==> src/smsu_pkg.sv <==
/*
 * Package for the serial shift unit: register map, field layout,
 * reset values and the master clock prescaler table.
 * Assumes nothing of its surroundings; every user writes smsu_pkg::name.
 */
`default_nettype none

package smsu_pkg;

    // ----------------
    // Register byte addresses (one aligned 32-bit word each)
    // ----------------
    localparam logic [3:0] CTRL_OFS   = 4'h0;  // Control
    localparam logic [3:0] STATUS_OFS = 4'h4;  // Flags
    localparam logic [3:0] DATA_OFS   = 4'h8;  // Data port
    localparam logic [3:0] PINDIR_OFS = 4'hc;  // Port direction

    // ----------------
    // Control fields
    // ----------------
    localparam int CTRL_ENABLE_BIT = 0;  // Block enable
    localparam int CTRL_MASTER_BIT = 1;  // Master select
    localparam int CTRL_LSBF_BIT   = 2;  // LSB first
    localparam int CTRL_DBL_BIT    = 3;  // Double speed select
    localparam int CTRL_BUF_BIT    = 4;  // Buffer mode enable
    localparam int CTRL_SSD_BIT    = 5;  // Select pin disable
    localparam int CTRL_PRESC_LSB  = 8;  // Prescaler, 3 bits
    localparam int CTRL_W          = 11; // Stored width
    localparam logic [10:0] CTRL_RESET = 11'h000;

    // ----------------
    // Status fields (done and collision flags write one to clear)
    // ----------------
    localparam int STAT_DONE_BIT = 0;  // Transfer or mode-loss event
    localparam int STAT_WCOL_BIT = 1;  // Write collision flag
    localparam int STAT_BUSY_BIT = 2;  // Read only: shifting
    localparam int STAT_TXE_BIT  = 3;  // Read only: tx buffer empty

    // ----------------
    // Port direction fields: one per pin, 1 = output
    // ----------------
    localparam int DIR_MOSI_BIT = 0;
    localparam int DIR_MISO_BIT = 1;
    localparam int DIR_SCK_BIT  = 2;
    localparam int DIR_SEL_BIT  = 3;
    localparam logic [3:0] DIR_RESET = 4'h0;

    // ----------------
    // Geometry and timing
    // ----------------
    localparam int BITS_PER_BYTE = 8;
    localparam logic [31:0] BUS_UNMAPPED = 32'h0000_0000;

    // Half-period of the serial clock, in core cycles, per prescaler code.
    // Seven codes are rates; code 7 repeats the slowest one.
    function automatic logic [7:0] half_period(input logic [2:0] presc,
                                               input logic       dbl);
        logic [7:0] h;
        h = 8'h01;
        unique case (presc)
            3'h0: h = 8'h02;
            3'h1: h = 8'h04;
            3'h2: h = 8'h08;
            3'h3: h = 8'h10;
            3'h4: h = 8'h20;
            3'h5: h = 8'h40;
            3'h6: h = 8'h80;
            3'h7: h = 8'h80;
        endcase
        // Double speed: SCK is core clock / 2
        if (dbl) begin
            h = 8'h01;
        end
        return h;
    endfunction

endpackage

`default_nettype wire

==> src/smsu_rate_gen.sv <==
/*
 * Master serial clock rate generator: one-cycle pulse at each SCK
 * half-period boundary while running.
 * Assumes a single core clock and a synchronous run request.
 */
`timescale 1ns/1ns
`default_nettype none

module smsu_rate_gen (
    input  wire logic       core_clk,
    input  wire logic       rstn,
    input  wire logic       run,     // Count while high
    input  wire logic       hold,    // Freeze the count while high
    input  wire logic [2:0] presc,   // Rate code
    input  wire logic       dbl,     // Double speed
    output logic            tick     // Half-period pulse
);

    // ----------------
    // Divider
    // ----------------
    logic [7:0] cnt_q;  // Cycles into the half-period
    logic [7:0] lim;    // Half-period length

    assign lim  = smsu_pkg::half_period(presc, dbl);
    assign tick = run && !hold && (cnt_q == lim - 8'h01);

    // Restart from zero so the first edge comes one full half-period late
    always_ff @(posedge core_clk or negedge rstn) begin
        if (!rstn) begin
            cnt_q <= 8'h00;
        end else if (!run || tick) begin
            cnt_q <= 8'h00;
        end else if (!hold) begin
            cnt_q <= cnt_q + 8'h01;
        end
    end

endmodule

`default_nettype wire

==> src/smsu_edge_sync.sv <==
/*
 * Two-flop synchroniser with edge detect for the slave serial clock
 * and select inputs.
 * Assumes the inputs may change at any time relative to core_clk.
 */
`timescale 1ns/1ns
`default_nettype none

module smsu_edge_sync (
    input  wire logic core_clk,
    input  wire logic rstn,
    input  wire logic din,       // Raw pin level
    input  wire logic init,      // Level assumed before the first sample
    output logic      level,     // Synchronised level
    output logic      rise,      // One-cycle rising pulse
    output logic      fall       // One-cycle falling pulse
);

    // ----------------
    // Sampling stages
    // ----------------
    logic s1_q;  // Metastable stage, read only by s2_q
    logic s2_q;  // Stable level
    logic s3_q;  // Previous stable level
    logic primed_q;

    // Reset constant; init level taken by the clock after release
    always_ff @(posedge core_clk or negedge rstn) begin
        if (!rstn) begin
            s1_q     <= 1'b1;
            s2_q     <= 1'b1;
            s3_q     <= 1'b1;
            primed_q <= 1'b0;
        end else if (!primed_q) begin
            s1_q     <= init;
            s2_q     <= init;
            s3_q     <= init;
            primed_q <= 1'b1;
        end else begin
            s1_q <= din;
            s2_q <= s1_q;
            s3_q <= s2_q;
        end
    end

    assign level = s2_q;
    assign rise  = s2_q && !s3_q;
    assign fall  = !s2_q && s3_q;

endmodule

`default_nettype wire

==> src/smsu_top.sv <==
/*
 * Master/slave serial shift unit with an Avalon-MM register slave.
 * Assumes one 250 MHz core clock, an external pin mux taking the
 * three-signal pin ports, and a debug halt input from the core.
 */
// Implementation choices: the register offsets and the Avalon-MM interface to the registers.
`timescale 1ns/1ns
`default_nettype none

module smsu_top (
    input  wire logic        core_clk,
    input  wire logic        rstn,
    input  wire logic        dbg_halt,     // Core halted by debugger
    // Avalon-MM slave
    input  wire logic [3:0]  avs_address,
    input  wire logic        avs_read,
    input  wire logic        avs_write,
    input  wire logic [31:0] avs_writedata,
    input  wire logic [3:0]  avs_byteenable,
    output logic [31:0]      avs_readdata,
    output logic             avs_waitrequest,
    // Pins: input, output, output enable
    input  wire logic        mosi_i,
    output logic             mosi_o,
    output logic             mosi_oe,
    input  wire logic        miso_i,
    output logic             miso_o,
    output logic             miso_oe,
    input  wire logic        sck_i,
    output logic             sck_o,
    output logic             sck_oe,
    input  wire logic        sel_n_i,
    output logic             sel_n_o,
    output logic             sel_n_oe,
    output logic             irq          // Done flag level
);

    // ----------------
    // Declarations
    // ----------------
    typedef enum logic [1:0] {
        SMSU_IDLE  = 2'b00,
        SMSU_SHIFT = 2'b01,
        SMSU_LAST  = 2'b11   // Final bit before completion
    } smsu_state_e;

    smsu_state_e state_q;
    logic [10:0] ctrl_q;       // Control register
    logic [3:0]  dir_q;        // Port direction register
    logic [7:0]  shift_q;      // The one shift register
    logic [7:0]  txbuf_q;      // Transmit buffer
    logic        txfull_q;     // Transmit buffer holds a byte
    logic [7:0]  rx1_q;        // First receive buffer
    logic [7:0]  rx2_q;        // Second receive buffer
    logic        rx2_ok_q;     // Second buffer has data
    logic [2:0]  bitcnt_q;     // Bits done in this byte
    logic        sck_q;        // Master SCK level
    logic        sampled_q;    // Incoming bit caught on leading edge
    logic        done_q;       // Done flag
    logic        wcol_q;       // Write collision flag
    logic        ack_q;        // Bus answer stage

    logic enable, master, lsbf, buffer_mode_enable, select_pin_disable;
    logic run;                 // Enabled and not halted by debugger
    logic tick;                // Master half-period pulse
    logic s_lvl, s_rise;
    logic c_rise, c_fall;
    logic [7:0] shift_nx;      // Shifter after a trailing edge
    logic lead, trail;         // Leading and trailing shift edges
    logic in_bit, out_bit;
    logic busy, finish, start;
    logic wr_ev, rd_ev, data_wr, data_rd, ctrl_wr, stat_wr, dir_wr;
    logic mode_loss;

    assign enable = ctrl_q[smsu_pkg::CTRL_ENABLE_BIT];
    assign master = ctrl_q[smsu_pkg::CTRL_MASTER_BIT];
    assign lsbf   = ctrl_q[smsu_pkg::CTRL_LSBF_BIT];
    assign buffer_mode_enable  = ctrl_q[smsu_pkg::CTRL_BUF_BIT];
    assign select_pin_disable    = ctrl_q[smsu_pkg::CTRL_SSD_BIT];
    assign run    = enable && !dbg_halt;
    assign busy   = (state_q != SMSU_IDLE);

    // ----------------
    // Bus slave: one wait cycle, then the answer
    // ----------------
    assign avs_waitrequest = (avs_read || avs_write) && !ack_q;
    assign wr_ev   = avs_write && ack_q;
    assign rd_ev   = avs_read && ack_q;
    assign data_wr = wr_ev && avs_address == smsu_pkg::DATA_OFS
                     && avs_byteenable[0];
    assign data_rd = rd_ev && avs_address == smsu_pkg::DATA_OFS;
    assign ctrl_wr = wr_ev && avs_address == smsu_pkg::CTRL_OFS;
    assign stat_wr = wr_ev && avs_address == smsu_pkg::STATUS_OFS
                     && avs_byteenable[0];
    assign dir_wr  = wr_ev && avs_address == smsu_pkg::PINDIR_OFS
                     && avs_byteenable[0];

    // Answer stage: high for exactly one cycle per request
    always_ff @(posedge core_clk or negedge rstn) begin
        if (!rstn) begin
            ack_q <= 1'b0;
        end else begin
            ack_q <= (avs_read || avs_write) && !ack_q;
        end
    end

    // Read data is registered so it stands at the accepting edge
    always_ff @(posedge core_clk or negedge rstn) begin
        if (!rstn) begin
            avs_readdata <= smsu_pkg::BUS_UNMAPPED;
        end else if (avs_read && !ack_q) begin
            unique case (avs_address)
                smsu_pkg::CTRL_OFS:
                    avs_readdata <= {21'h0, ctrl_q};
                smsu_pkg::STATUS_OFS:
                    avs_readdata <= {28'h0, !txfull_q, busy,
                                     wcol_q, done_q};
                smsu_pkg::DATA_OFS:
                    avs_readdata <= {24'h0, buffer_mode_enable ? rx2_q : rx1_q};
                smsu_pkg::PINDIR_OFS:
                    avs_readdata <= {28'h0, dir_q};
                default:
                    avs_readdata <= smsu_pkg::BUS_UNMAPPED;
            endcase
        end
    end

    // ----------------
    // Control and direction registers
    // ----------------
    // Select low as a master with input select pin loses the bus
    assign mode_loss = run && master && !select_pin_disable
                       && !dir_q[smsu_pkg::DIR_SEL_BIT] && !s_lvl;

    // Hardware clearing of master wins over a software write
    always_ff @(posedge core_clk or negedge rstn) begin
        if (!rstn) begin
            ctrl_q <= smsu_pkg::CTRL_RESET;
        end else begin
            if (ctrl_wr) begin
                if (avs_byteenable[0]) begin
                    ctrl_q[7:0] <= avs_writedata[7:0];
                end
                if (avs_byteenable[1]) begin
                    ctrl_q[10:8] <= avs_writedata[10:8];
                end
            end
            if (mode_loss) begin
                ctrl_q[smsu_pkg::CTRL_MASTER_BIT] <= 1'b0;
            end
        end
    end

    // Port direction as software sets it
    always_ff @(posedge core_clk or negedge rstn) begin
        if (!rstn) begin
            dir_q <= smsu_pkg::DIR_RESET;
        end else if (dir_wr) begin
            dir_q <= avs_writedata[3:0];
        end
    end

    // ----------------
    // Clock sources
    // ----------------
    smsu_rate_gen u_rate (
        .core_clk (core_clk),
        .rstn     (rstn),
        .run      (enable && master && busy),
        .hold     (dbg_halt),
        .presc    (ctrl_q[smsu_pkg::CTRL_PRESC_LSB +: 3]),
        .dbl      (ctrl_q[smsu_pkg::CTRL_DBL_BIT]),
        .tick     (tick)
    );

    smsu_edge_sync u_sck (
        .core_clk (core_clk),
        .rstn     (rstn),
        .din      (sck_i),
        .init     (1'b0),
        .level    (),
        .rise     (c_rise),
        .fall     (c_fall)
    );

    smsu_edge_sync u_sel (
        .core_clk (core_clk),
        .rstn     (rstn),
        .din      (sel_n_i),
        .init     (1'b1),
        .level    (s_lvl),
        .rise     (s_rise),
        .fall     ()
    );

    // Mode 0 timing: sample on rising SCK, shift on falling.
    // Slave edges rely on the master's long enough SCK phases.
    assign lead  = master ? (tick && !sck_q)
                          : (!s_lvl && c_rise);
    assign trail = master ? (tick && sck_q)
                          : (!s_lvl && c_fall);
    assign in_bit  = master ? miso_i : mosi_i;
    assign out_bit = lsbf ? shift_q[0] : shift_q[7];
    assign shift_nx = lsbf ? {sampled_q, shift_q[7:1]}
                           : {shift_q[6:0], sampled_q};
    assign finish  = run && trail && bitcnt_q == 3'h7;
    assign start   = run && master && !busy
                     && (buffer_mode_enable ? txfull_q : data_wr);

    // ----------------
    // Transfer sequencer
    // ----------------
    // Master starts on a data write; slave becomes busy on select low
    always_ff @(posedge core_clk or negedge rstn) begin
        if (!rstn) begin
            state_q <= SMSU_IDLE;
        end else if (!enable || mode_loss || (!master && s_rise)) begin
            state_q <= SMSU_IDLE;
        end else if (run) begin
            unique case (state_q)
                SMSU_IDLE:
                    if (start || (!master && !s_lvl)) begin
                        state_q <= SMSU_SHIFT;
                    end
                SMSU_SHIFT:
                    if (trail && bitcnt_q == 3'h6) begin
                        state_q <= SMSU_LAST;
                    end
                SMSU_LAST:
                    if (finish) begin
                        state_q <= SMSU_IDLE;
                    end
            endcase
        end
    end

    // Master SCK level and bit counter
    always_ff @(posedge core_clk or negedge rstn) begin
        if (!rstn) begin
            sck_q    <= 1'b0;
            bitcnt_q <= 3'h0;
        end else if (!busy || !enable) begin
            sck_q    <= 1'b0;
            bitcnt_q <= 3'h0;
        end else if (run) begin
            if (master && tick) begin
                sck_q <= !sck_q;
            end
            if (trail) begin
                bitcnt_q <= bitcnt_q + 3'h1;
            end
        end
    end

    // Shift register: load, sample, shift
    always_ff @(posedge core_clk or negedge rstn) begin
        if (!rstn) begin
            shift_q   <= 8'h00;
            sampled_q <= 1'b0;
        end else if (data_wr && !buffer_mode_enable) begin
            // Direct load; an early write corrupts the byte
            shift_q <= avs_writedata[7:0];
        end else if (start && buffer_mode_enable && txfull_q) begin
            shift_q <= txbuf_q;
        end else if (run && busy) begin
            if (lead) begin
                sampled_q <= in_bit;
            end
            if (trail) begin
                shift_q <= shift_nx;
            end
        end
    end

    // Transmit buffer (buffer mode only)
    always_ff @(posedge core_clk or negedge rstn) begin
        if (!rstn) begin
            txbuf_q  <= 8'h00;
            txfull_q <= 1'b0;
        end else if (data_wr && buffer_mode_enable) begin
            txbuf_q  <= avs_writedata[7:0];
            txfull_q <= 1'b1;
        end else if (start && buffer_mode_enable) begin
            txfull_q <= 1'b0;
        end
    end

    // Receive buffers: completed byte enters rx1, rx1 ages into rx2
    always_ff @(posedge core_clk or negedge rstn) begin
        if (!rstn) begin
            rx1_q    <= 8'h00;
            rx2_q    <= 8'h00;
            rx2_ok_q <= 1'b0;
        end else if (finish) begin
            rx1_q <= shift_nx;
            if (!rx2_ok_q || data_rd) begin
                rx2_q    <= rx2_ok_q ? rx1_q : shift_nx;
                rx2_ok_q <= buffer_mode_enable;
            end
        end else if (data_rd && buffer_mode_enable) begin
            rx2_q    <= rx1_q;
            rx2_ok_q <= 1'b0;
        end
    end

    // ----------------
    // Flags: hardware set wins over a write-one clear
    // ----------------
    always_ff @(posedge core_clk or negedge rstn) begin
        if (!rstn) begin
            done_q <= 1'b0;
            wcol_q <= 1'b0;
        end else begin
            if (finish || mode_loss) begin
                done_q <= 1'b1;
            end else if (stat_wr
                         && avs_writedata[smsu_pkg::STAT_DONE_BIT]) begin
                done_q <= 1'b0;
            end
            if (data_wr && busy && !buffer_mode_enable) begin
                wcol_q <= 1'b1;
            end else if (stat_wr
                         && avs_writedata[smsu_pkg::STAT_WCOL_BIT]) begin
                wcol_q <= 1'b0;
            end
        end
    end

    assign irq = done_q;

    // ----------------
    // Pin drive: overrides only while enabled
    // ----------------
    // Inputs forced per mode; user pins follow the direction register;
    // when disabled everything falls back to port control
    assign mosi_o   = out_bit;
    assign mosi_oe  = enable && master && dir_q[smsu_pkg::DIR_MOSI_BIT];
    assign sck_o    = sck_q;
    assign sck_oe   = enable && master && dir_q[smsu_pkg::DIR_SCK_BIT];
    assign sel_n_o  = 1'b0;
    assign sel_n_oe = enable && master && dir_q[smsu_pkg::DIR_SEL_BIT];
    assign miso_o   = out_bit;
    assign miso_oe  = enable && !master
                      && dir_q[smsu_pkg::DIR_MISO_BIT] && !s_lvl;

endmodule

`default_nettype wire

==> config.mk <==
export PLATFORM = sky130hd
export DESIGN_NAME = smsu_top
export DESIGN_NICKNAME = d
export VERILOG_FILES = /design/src/smsu_pkg.sv /design/src/smsu_rate_gen.sv /design/src/smsu_edge_sync.sv /design/src/smsu_top.sv
export SDC_FILE = /design/constraint.sdc
export NUM_CORES = 1
export LEC_CHECK = 0
export BUFFER_PORTS_ARGS = -buffer_cell sky130_fd_sc_hd__buf_2
export CORE_MARGIN = 2
export CORE_UTILIZATION = 43
export CTS_BUF_LIST = sky130_fd_sc_hd__clkbuf_8
export DETAILED_ROUTE_END_ITERATION = 12
export SLEW_MARGIN = 20
export SYNTH_ARGS = -nofsm -noshare
export SYNTH_HDL_FRONTEND = slang
export SYNTH_SLANG_ARGS = --single-unit
==> constraint.sdc <==
create_clock -name core_clk -period 3.7 [get_ports core_clk]
set_input_delay 0.37 -clock core_clk [delete_from_list [all_inputs] [get_ports core_clk]]
set_output_delay 0.37 -clock core_clk [all_outputs]
set_load 0.02 [all_outputs]
==> results of run 1 <==
-- metal layers --
metal,part of all wire,global-route usage,wire length (um),up-vias
li1,-,-,-,1686
met4,0.012,0.05937,133,0
met1,0.48,0.2847,5115,1701
met3,0.063,0.04498,680,11
met2,0.45,0.3011,4788,113
met5,0,0,0,-
-- layout make-up --
cell class / count / share of cell area
multi-input cells: 340 / 0.4376
flip-flops and latches: 85 / 0.4242
repair buffers: 53 / 0.05719
well taps: 136 / 0.03381
clock buffers: 9 / 0.02461
clock inverters: 7 / 0.01815
inverters: 6 / 0.004475
-- stage by stage --
step	hold slack, ns	cells	util
after floorplan	0.07441	479	-
after global placement	0.4593	620	0.4666
after detailed placement	0.4662	620	0.4666
after CTS	0.08687	636	0.4875
after global routing	0.1142	636	0.4875
final	0.06098	636	0.4875
-- cell families after synthesis --
logic type,Yosys count,synth area share
AOI/OAI and AO/OA,97,0.1598
muxes,42,0.09836
xor gates and xnor gates,8,0.01530
buffers and inverters,54,0.07158
and+or+nand+nor,166,0.1762
other,2,0.001640
adders and majority gates,4,0.01093
DFF,85,0.4661
-- critical path, delay by kind of cell (launching register included) --
kind | cells | cell delay, ns
compound gates | 3 | 0.64
flops | 1 | 0.73
simple gates | 4 | 1.36
-- flip-flops by register name (all words and copies together) (netlist names), 2 cells and up --
| register | cells |
|---|---|
| avs_readdata | 11 |
| bitcnt_q | 3 |
| ctrl_q | 11 |
| dir_q | 4 |
| rx1_q | 8 |
| rx2_q | 8 |
| shift_q | 8 |
| state_q | 2 |
| txbuf_q | 8 |
| u_rate.cnt_q | 8 |
-- power groups by stage --
stage	registers (mW)	clock network, mW	logic [mW]
6_report	1.04	0.723	0.234
3_3_place_gp	1.06	0	0.233
5_1_grt	1.05	0.771	0.259
4_1_cts	1.04	0.741	0.236
2_1_floorplan	1.02	0	0.204
3_5_place_dp	1.06	0	0.234
-- final timing paths --
path                       cells past startpoint       startpoint               to  slack [ns]
setup / recovery                               7        ctrl_q[1]         rx2_q[0]        0.87
hold / removal                                 1             rstn       shift_q[6]        0.06
setup reg to reg                               7        ctrl_q[1]         rx2_q[0]        0.87
hold reg to reg                                2  avs_readdata[3]  avs_readdata[3]        0.48
max in group asynchronous                      2             rstn       u_sck.s3_q        2.75
min in group core_clk                          2          sel_n_i       u_sel.s1_q        0.19
-- layout by cell type (no fill, tap or decap), types with 3 or more instances in the layout --
master,synthesis,layout
and2_1,6,6
a22oi_1,7,7
clkbuf_8,0,9
nand3_1,6,6
inv_1,6,7
nand2_1,69,69
nor2_1,35,35
and3_1,5,5
mux2i_1,18,18
conb_1,2,23
dfstp_2,6,6
o21ai_0,19,19
nor4_1,5,4
nand4b_1,3,3
or3_1,3,3
nand4_1,4,4
nor4b_1,4,4
a221oi_1,4,4
a221o_1,8,8
o211a_1,8,8
a222oi_1,7,7
xnor2_1,3,3
clkinvlp_4,0,3
xor2_1,5,5
buf_4,23,9
mux2_2,23,23
nor2b_1,3,3
a21oi_1,23,23
nand2b_1,7,7
buf_2,7,44
ha_1,4,4
dfrtp_1,79,79
nor3_1,6,6
==> impl_metrics.tcl, run 1 <==
set metrics [dict create \
    finalPower_mw 2.000 \
    async_reset_ff_frac 1.000 \
    grt_pass1_wl_mm 17.57 \
    report.final.slew_viol_count 0 \
    yosys_most_used_dff "dfrtp_1" \
    cts-root-buf "clkbuf_8" \
    slowest_delay_ns 0.73 \
    synth_cells 458 \
    intPower_mw 1.442 \
    tightest_slew_ns 1.065 \
    multiInputGateArea_mm2 0.002202 \
    fill_cells 1001 \
    ys_seq_elements 85 \
    final_antenna_net_count 0 \
    critPathMaxFanout 22 \
    ys_seq_area_frac 0.4661 \
    yosysWarnings 0 \
    relSlewSlack 0.2887 \
    yosysMostFrequentCell "dfrtp_1" \
    p_per_area_mw_per_mm2 397.5 \
    min_period_over_period 0.7648 \
    die_area_mm2 0.01149 \
    synth_edf_count 0 \
    firstDrtPassIters 5 \
    core_mm2 0.01032 \
    dpl_cell_area_mm2 0.004817 \
    setup_viol 0 \
    drive_gt1_frac 0.2100 \
    dp_hpwl_mm 7.508 \
    setup_ws_ns 0.8701 \
    cts_tree "done" \
    grt_use_total 0.1989 \
    ctsResizeCount 0 \
    cts_buffer_depth 2 \
    yosys-top-cells-count "dfrtp_1, nand2_1, nor2_1" \
    preCtsSetupSlack_ns 0.8934 \
    start_kind "flop" \
    run_status "finished clean" \
    critical_path_class "reg2reg" \
    worstSkewPairLatency_ns 0.36 \
    drtIter0Drc 285 \
    grt_setup_unrepaired "false" \
    post_cts_buffers 0 \
    seqPwrFrac 0.522 \
    grt_pass1_vias 3379 \
    synth_top_area_cell "dfrtp_1" \
    antenna_found_initial 0 \
    leakagePower_nw 2.372 \
    via_per_inst 5.520 \
    cts.sinks 85 \
    ir_drop_mv 0.2882 \
    gp_congestion 0.7758 \
    synth_top_area_share 0.4317 \
    nets 548 \
    io_pins 91 \
    pwr-share-comb 0.117 \
    cts.clk_slew.worst_paths_ns 0.09 \
    port-buffer-count 45 \
    initial_core_util 0.4436 \
    seqCellArea_mm2 0.002135 \
    finalCriticalPeriod_ns 2.830 \
    routedWlPerCell_um 16.85 \
    htree_levels 3 \
    synth.avg_cell_area_um2 9.999 \
    cts_buffers 9 \
    synth_cell_types 62 \
    switchingPower_mw 0.5587 \
    crit_slowest_cell "dfrtp_1" \
    cp.required_ns 3.98 \
    clkPwrFrac 0.361 \
    syn_area_mm2 0.004579 \
    die_h_um 107.2 \
    grt_max_degree 61 \
    sw_frac_of_total 0.2793 \
    stdcell_area_mm2 0.005032 \
    syn_to_final_growth_pct 9.891 \
    rows 37 \
    route.detailed.drc 0 \
    synth_area_leaders "dfrtp_1, mux2_2, nand2_1, mux2i_1, buf_4" \
    min_path_type "in2async" \
    finClkSkew_ns 0.01187 \
    wl_mm 10.72 \
    crit_chain "nand3b_1 -> nand4b_1 -> a211oi_2 -> nand4_1 -> nand2_1 -> a222oi_1 -> a22oi_1" \
    hold_buffers 0 \
    worst_setup_path_end_kind "flop" \
    drv_cap 0 \
    grt_overflow 0 \
    setup_tns_ns 0 \
    die-width_um 107.2 \
    timing.fmax_mhz 353.4 \
    arrival_ns 3.11 \
    hold_violations 0 \
    n_antenna_cell 0 \
    dr_total_vias 3511 \
]
Power figures use the tool's default switching activity.
==> inputs of run 2 (changes only) <==
==> constraint.sdc (replaced) <==
create_clock -name core_clk -period 2.69 [get_ports core_clk]
set_input_delay 0.269 -clock core_clk [delete_from_list [all_inputs] [get_ports core_clk]]
set_output_delay 0.269 -clock core_clk [all_outputs]
set_load 0.02 [all_outputs]
==> impl_metrics.tcl, run 2 (synthesis gave the netlist of run 1 again) <==
set metrics [dict create \
    run_status "finished clean" \
    hold_violations 0 \
    finalCriticalPeriod_ns 2.485 \
    final_antenna_net_count 0 \
    setup_tns_ns 0 \
    setup_ws_ns 0.2052 \
    route.detailed.drc 0 \
    final_common_cell "dfrtp_1" \
    setup_viol 0 \
    multiInputGateArea_mm2 0.002203 \
    sw_frac_of_total 0.3044 \
    worstSkewPairLatency_ns 0.37 \
    min_path_type "in2reg" \
    grt_use_total 0.1964 \
    finClkSkew_ns 0.01554 \
    relSlewSlack 0.5315 \
    switchingPower_mw 0.7930 \
    nets 554 \
    core_mm2 0.01032 \
    dpl_cell_area_mm2 0.004880 \
    wl_mm 10.59 \
    critical_path_class "reg2reg" \
    hold-path-endpoint "u_sel.s1_q" \
    die_area_mm2 0.01149 \
    drive_gt1_frac 0.2213 \
    syn_to_final_growth_pct 10.60 \
    rr_worst_depth 7 \
    clkPwrFrac 0.321 \
    arrival_ns 2.75 \
    grt_pass1_vias 3290 \
    worst_setup_path_end_kind "flop" \
    preCtsSetupSlack_ns 0.1666 \
    via_per_inst 5.495 \
    final_cell_mix "dfrtp_1, nand2_1, buf_2" \
    rrSetupSlack_ns 0.21 \
    ir_drop_mv 0.2683 \
    stdcell_area_mm2 0.005065 \
    hold_path_startpoint "sel_n_i" \
    pwr-share-comb 0.132 \
    grt_pass1_wl_mm 17.37 \
    dp_hpwl_mm 7.429 \
    tightest_slew_ns 0.6980 \
    io_pins 91 \
    drv_cap 0 \
    initial_core_util 0.4436 \
    r2r-start "ctrl_q[10]" \
    grt_max_degree 86 \
    finalPower_mw 2.605 \
    grt_overflow 0 \
    cp.required_ns 2.95 \
    routedWlPerCell_um 16.49 \
    cts_buffers 9 \
    critPathMaxFanout 12 \
    seqPwrFrac 0.546 \
    r2r_end "sampled_q" \
    seqCellArea_mm2 0.002135 \
    antenna_found_initial 0 \
    cts_tree "done" \
    die_h_um 107.2 \
    gp_congestion 0.8264 \
    report.final.slew_viol_count 0 \
    fill_cells 994 \
    htree_levels 3 \
    hold_depth 2 \
    firstDrtPassIters 5 \
    leakagePower_nw 2.390 \
    cts_buffer_depth 2 \
    final_core_utilization 0.4906 \
    intPower_mw 1.812 \
    rows 37 \
    dr_total_vias 3528 \
    port-buffer-count 45 \
    cts.clk_slew.worst_paths_ns 0.09 \
    start_kind "flop" \
    grt_setup_unrepaired "false" \
    cts-root-buf "clkbuf_8" \
    die-width_um 107.2 \
    startpoint "ctrl_q[10]" \
    top_regs "avs_readdata: 11 flops, ctrl_q: 11 flops" \
    min_period_over_period 0.9237 \
    n_antenna_cell 0 \
    timing.fmax_mhz 402.4 \
    p_per_area_mw_per_mm2 514.4 \
    cts.sinks 85 \
    drtIter0Drc 223 \
]
-- run 2: worst max path at each step --
| stage | end | slack (ns) | cells past startpoint |
|---|---|---|---|
| 2_1_floorplan | sampled_q | 0.57 | 9 |
| 3_3_place_gp | sampled_q | 0.23 | 7 |
| 3_5_place_dp | sampled_q | 0.17 | 7 |
| 4_1_cts | sampled_q | 0.15 | 7 |
| 5_1_grt | sampled_q | 0.03 | 7 |
| 6_report | sampled_q | 0.21 | 7 |
-- run 2: final cells by class --
cell class	instances	share of cell area
Sequential cell	85	0.4214
Clock inverter	7	0.009881
Inverter	6	0.004447
Clock buffer	9	0.02446
Tap cell	136	0.03360
Timing Repair Buffer	59	0.07115
Multi-Input combinational cell	340	0.4350
-- run 2: power by group through the flow --
stage / clock (mW) / combinational, mW / sequential, mW
finish: 0.837 / 0.345 / 1.42
global route: 0.912 / 0.382 / 1.43
CTS: 0.862 / 0.347 / 1.42
detailed placement: 0 / 0.345 / 1.45
global placement: 0 / 0.342 / 1.45
floorplan: 0 / 0.280 / 1.41
-- run 2: routing by layer --
layer,global-route usage,share of wire
met1,0.2924,0.49
met2,0.2871,0.44
met3,0.04438,0.062
met4,0.05288,0.011
met5,0,0
-- run 2: what timing repair did --
item | in CTS | in global routing
setup endpoints to repair | 0 | 1
hold buffers | 1 | 0
setup buffers | 0 | 0
endpoints found under the hold margin | 79 | 0
resized for setup | 0 | 1
-- run 2: worst max-delay path, stage by stage, from the launching register on --
cell and delay (ns):
dfrtp_1 0.53, nor4bb_1 0.40, o311ai_2 0.15, o41ai_1 0.13
and4b_2 0.41, a21oi_1 0.09, nor4_1 0.30, mux2_1 0.36
-- run 2: per-stage QoR --
step | instances | hold WS [ns]
after floorplan | 479 | -0.02659
after global placement | 625 | 0.3425
after detailed placement | 625 | 0.3463
after CTS | 642 | 0.07666
after global routing | 642 | 0.08459
final | 642 | 0.09072
==> inputs of run 3 (changes only) <==
--- a/config.mk
+++ b/config.mk
@@ -13,4 +13,5 @@
 export SLEW_MARGIN = 20
 export SYNTH_ARGS = -nofsm -noshare
 export SYNTH_HDL_FRONTEND = slang
+export SYNTH_HIERARCHICAL = 1
 export SYNTH_SLANG_ARGS = --single-unit
==> constraint.sdc (replaced) <==
create_clock -name core_clk -period 2.6 [get_ports core_clk]
set_input_delay 0.26 -clock core_clk [delete_from_list [all_inputs] [get_ports core_clk]]
set_output_delay 0.26 -clock core_clk [all_outputs]
set_load 0.02 [all_outputs]
==> impl_metrics.tcl, run 3 <==
set metrics [dict create \
    n_antenna_cell 0 \
    hold_violations 0 \
    cp.required_ns 2.85 \
    ir_drop_mv 0.3762 \
    io_pins 91 \
    nets 577 \
    finalCriticalPeriod_ns 2.562 \
    dpl_cell_area_mm2 0.005233 \
    yosysWarnings 6 \
    cts_buffer_depth 2 \
    report.final.slew_viol_count 0 \
    min_path_type "in2reg" \
    grt_max_degree 49 \
    arrival_ns 2.82 \
    die_area_mm2 0.01188 \
    route.detailed.drc 0 \
    leakagePower_nw 2.545 \
    rows 38 \
    hold-path-endpoint "u_sel/s1_q" \
    run_status "finished clean" \
    dp_hpwl_mm 8.187 \
    cts.clk_slew.worst_paths_ns 0.08 \
    rrSetupSlack_ns 0.04 \
    r2r_end "shift_q[1]" \
    cts_buffers 9 \
    grt_overflow 0 \
    wl_mm 11.25 \
    timing.fmax_mhz 390.4 \
    cts.sinks 86 \
    relSlewSlack 0.5765 \
    critical_path_class "reg2reg" \
    port-buffer-count 45 \
    core_mm2 0.01079 \
    grt_pass1_wl_mm 18.80 \
    drtIter0Drc 153 \
    worst_setup_path_end_kind "flop" \
    cts-root-buf "clkbuf_8" \
    dr_total_vias 3631 \
    final_cell_mix "dfrtp_1, mux2_2, buf_2" \
    p_per_area_mw_per_mm2 593.4 \
    hold_ws_ns 0.1260 \
    placed_cells 650 \
    syn_area_mm2 0.004740 \
    antenna_found_initial 0 \
    final_common_cell "dfrtp_1" \
    finClkSkew_ns 0.01142 \
    critPathMaxFanout 8 \
    setup_viol 0 \
    fin_cells 669 \
    synth_cells 455 \
    cts_tree "done" \
    grt_use_total 0.2078 \
    grt_setup_unrepaired "true" \
    worstSkewPairLatency_ns 0.37 \
    top_regs "avs_readdata: 11 flops, ctrl_q: 11 flops" \
    stdcell_area_mm2 0.005489 \
    final_core_utilization 0.5086 \
    r2r-start "ctrl_q[3]" \
    via_per_inst 5.428 \
    drive_gt1_frac 0.3478 \
    gp_congestion 0.8575 \
    htree_levels 3 \
    routedWlPerCell_um 16.81 \
    die_h_um 109.0 \
    grt_pass1_vias 3655 \
    final_antenna_net_count 0 \
    hold_depth 2 \
    min_period_over_period 0.9853 \
    rr_worst_depth 9 \
    drv_cap 0 \
    firstDrtPassIters 4 \
    die-width_um 109.0 \
    start_kind "flop" \
    initial_core_util 0.4391 \
    synth.avg_cell_area_um2 10.42 \
    hold_path_startpoint "sel_n_i" \
    syn_to_final_growth_pct 15.81 \
    tightest_slew_ns 0.6353 \
]
[run 3: per-layer routing]
layer,part of all wire,track usage
met5,0,0
met4,0.0079,0.05037
met3,0.063,0.05439
met2,0.45,0.3217
met1,0.47,0.2913
[run 3: power breakdown]
part	total [mW]	switching [mW]	internal (mW)
registers	1.56	0.102	1.46
clock network	0.967	0.479	0.488
logic	0.732	0.431	0.302
[run 3: timing repair]
item	4_1_cts	5_1_grt
pin swaps	1	2
buffers inserted	0	2
hold buffers	1	0
resized for setup	5	7
hold endpoints to repair	46	0
cloned	0	0
endpoints found under the setup margin	17	19
[run 3: area by class of cell]
cell class,count,area (um2)
clock buffers,11,151.4
multi-input cells,342,2429
clock inverters,5,50.05
repair buffers,79,498.0
fillers,1026,5304
flip-flops and latches,86,2163
well taps,140,175.2
inverters,6,22.52
[run 3: stage by stage]
step / power [mW] / setup slack, ns / setup TNS, ns
after floorplan: 2.049 / 0.01270 / 0
after global placement: 2.286 / -0.02097 / -0.1624
after detailed placement: 2.301 / -0.09070 / -0.8002
after CTS: 3.282 / 0.01721 / 0
after global routing: 3.442 / -0.05844 / -0.4386
final: 3.257 / 0.03830 / 0
[run 3: how the worst max path moves through the flow]
stage               start    endpoint  slack, ns  depth (start not counted)
5_1_grt         ctrl_q[3]  shift_q[0]      -0.06                          9
3_5_place_dp    ctrl_q[3]    rx2_q[2]      -0.09                          8
2_1_floorplan  state_q[0]    rx2_q[6]       0.01                         11
4_1_cts         ctrl_q[3]  shift_q[2]       0.02                          9
6_report        ctrl_q[3]  shift_q[1]       0.04                          9
3_3_place_gp    ctrl_q[3]  shift_q[7]      -0.02                          9
[run 3: critical path: stages, from the launching register on]
cell      delay [ns]
dfrtp_2         0.42
and2b_2         0.26
xnor2_2         0.16
nand4_2         0.16
nor4_4          0.34
nand3_2         0.17
and2_4          0.20
o311ai_4        0.26
buf_12          0.17
mux2_2          0.32
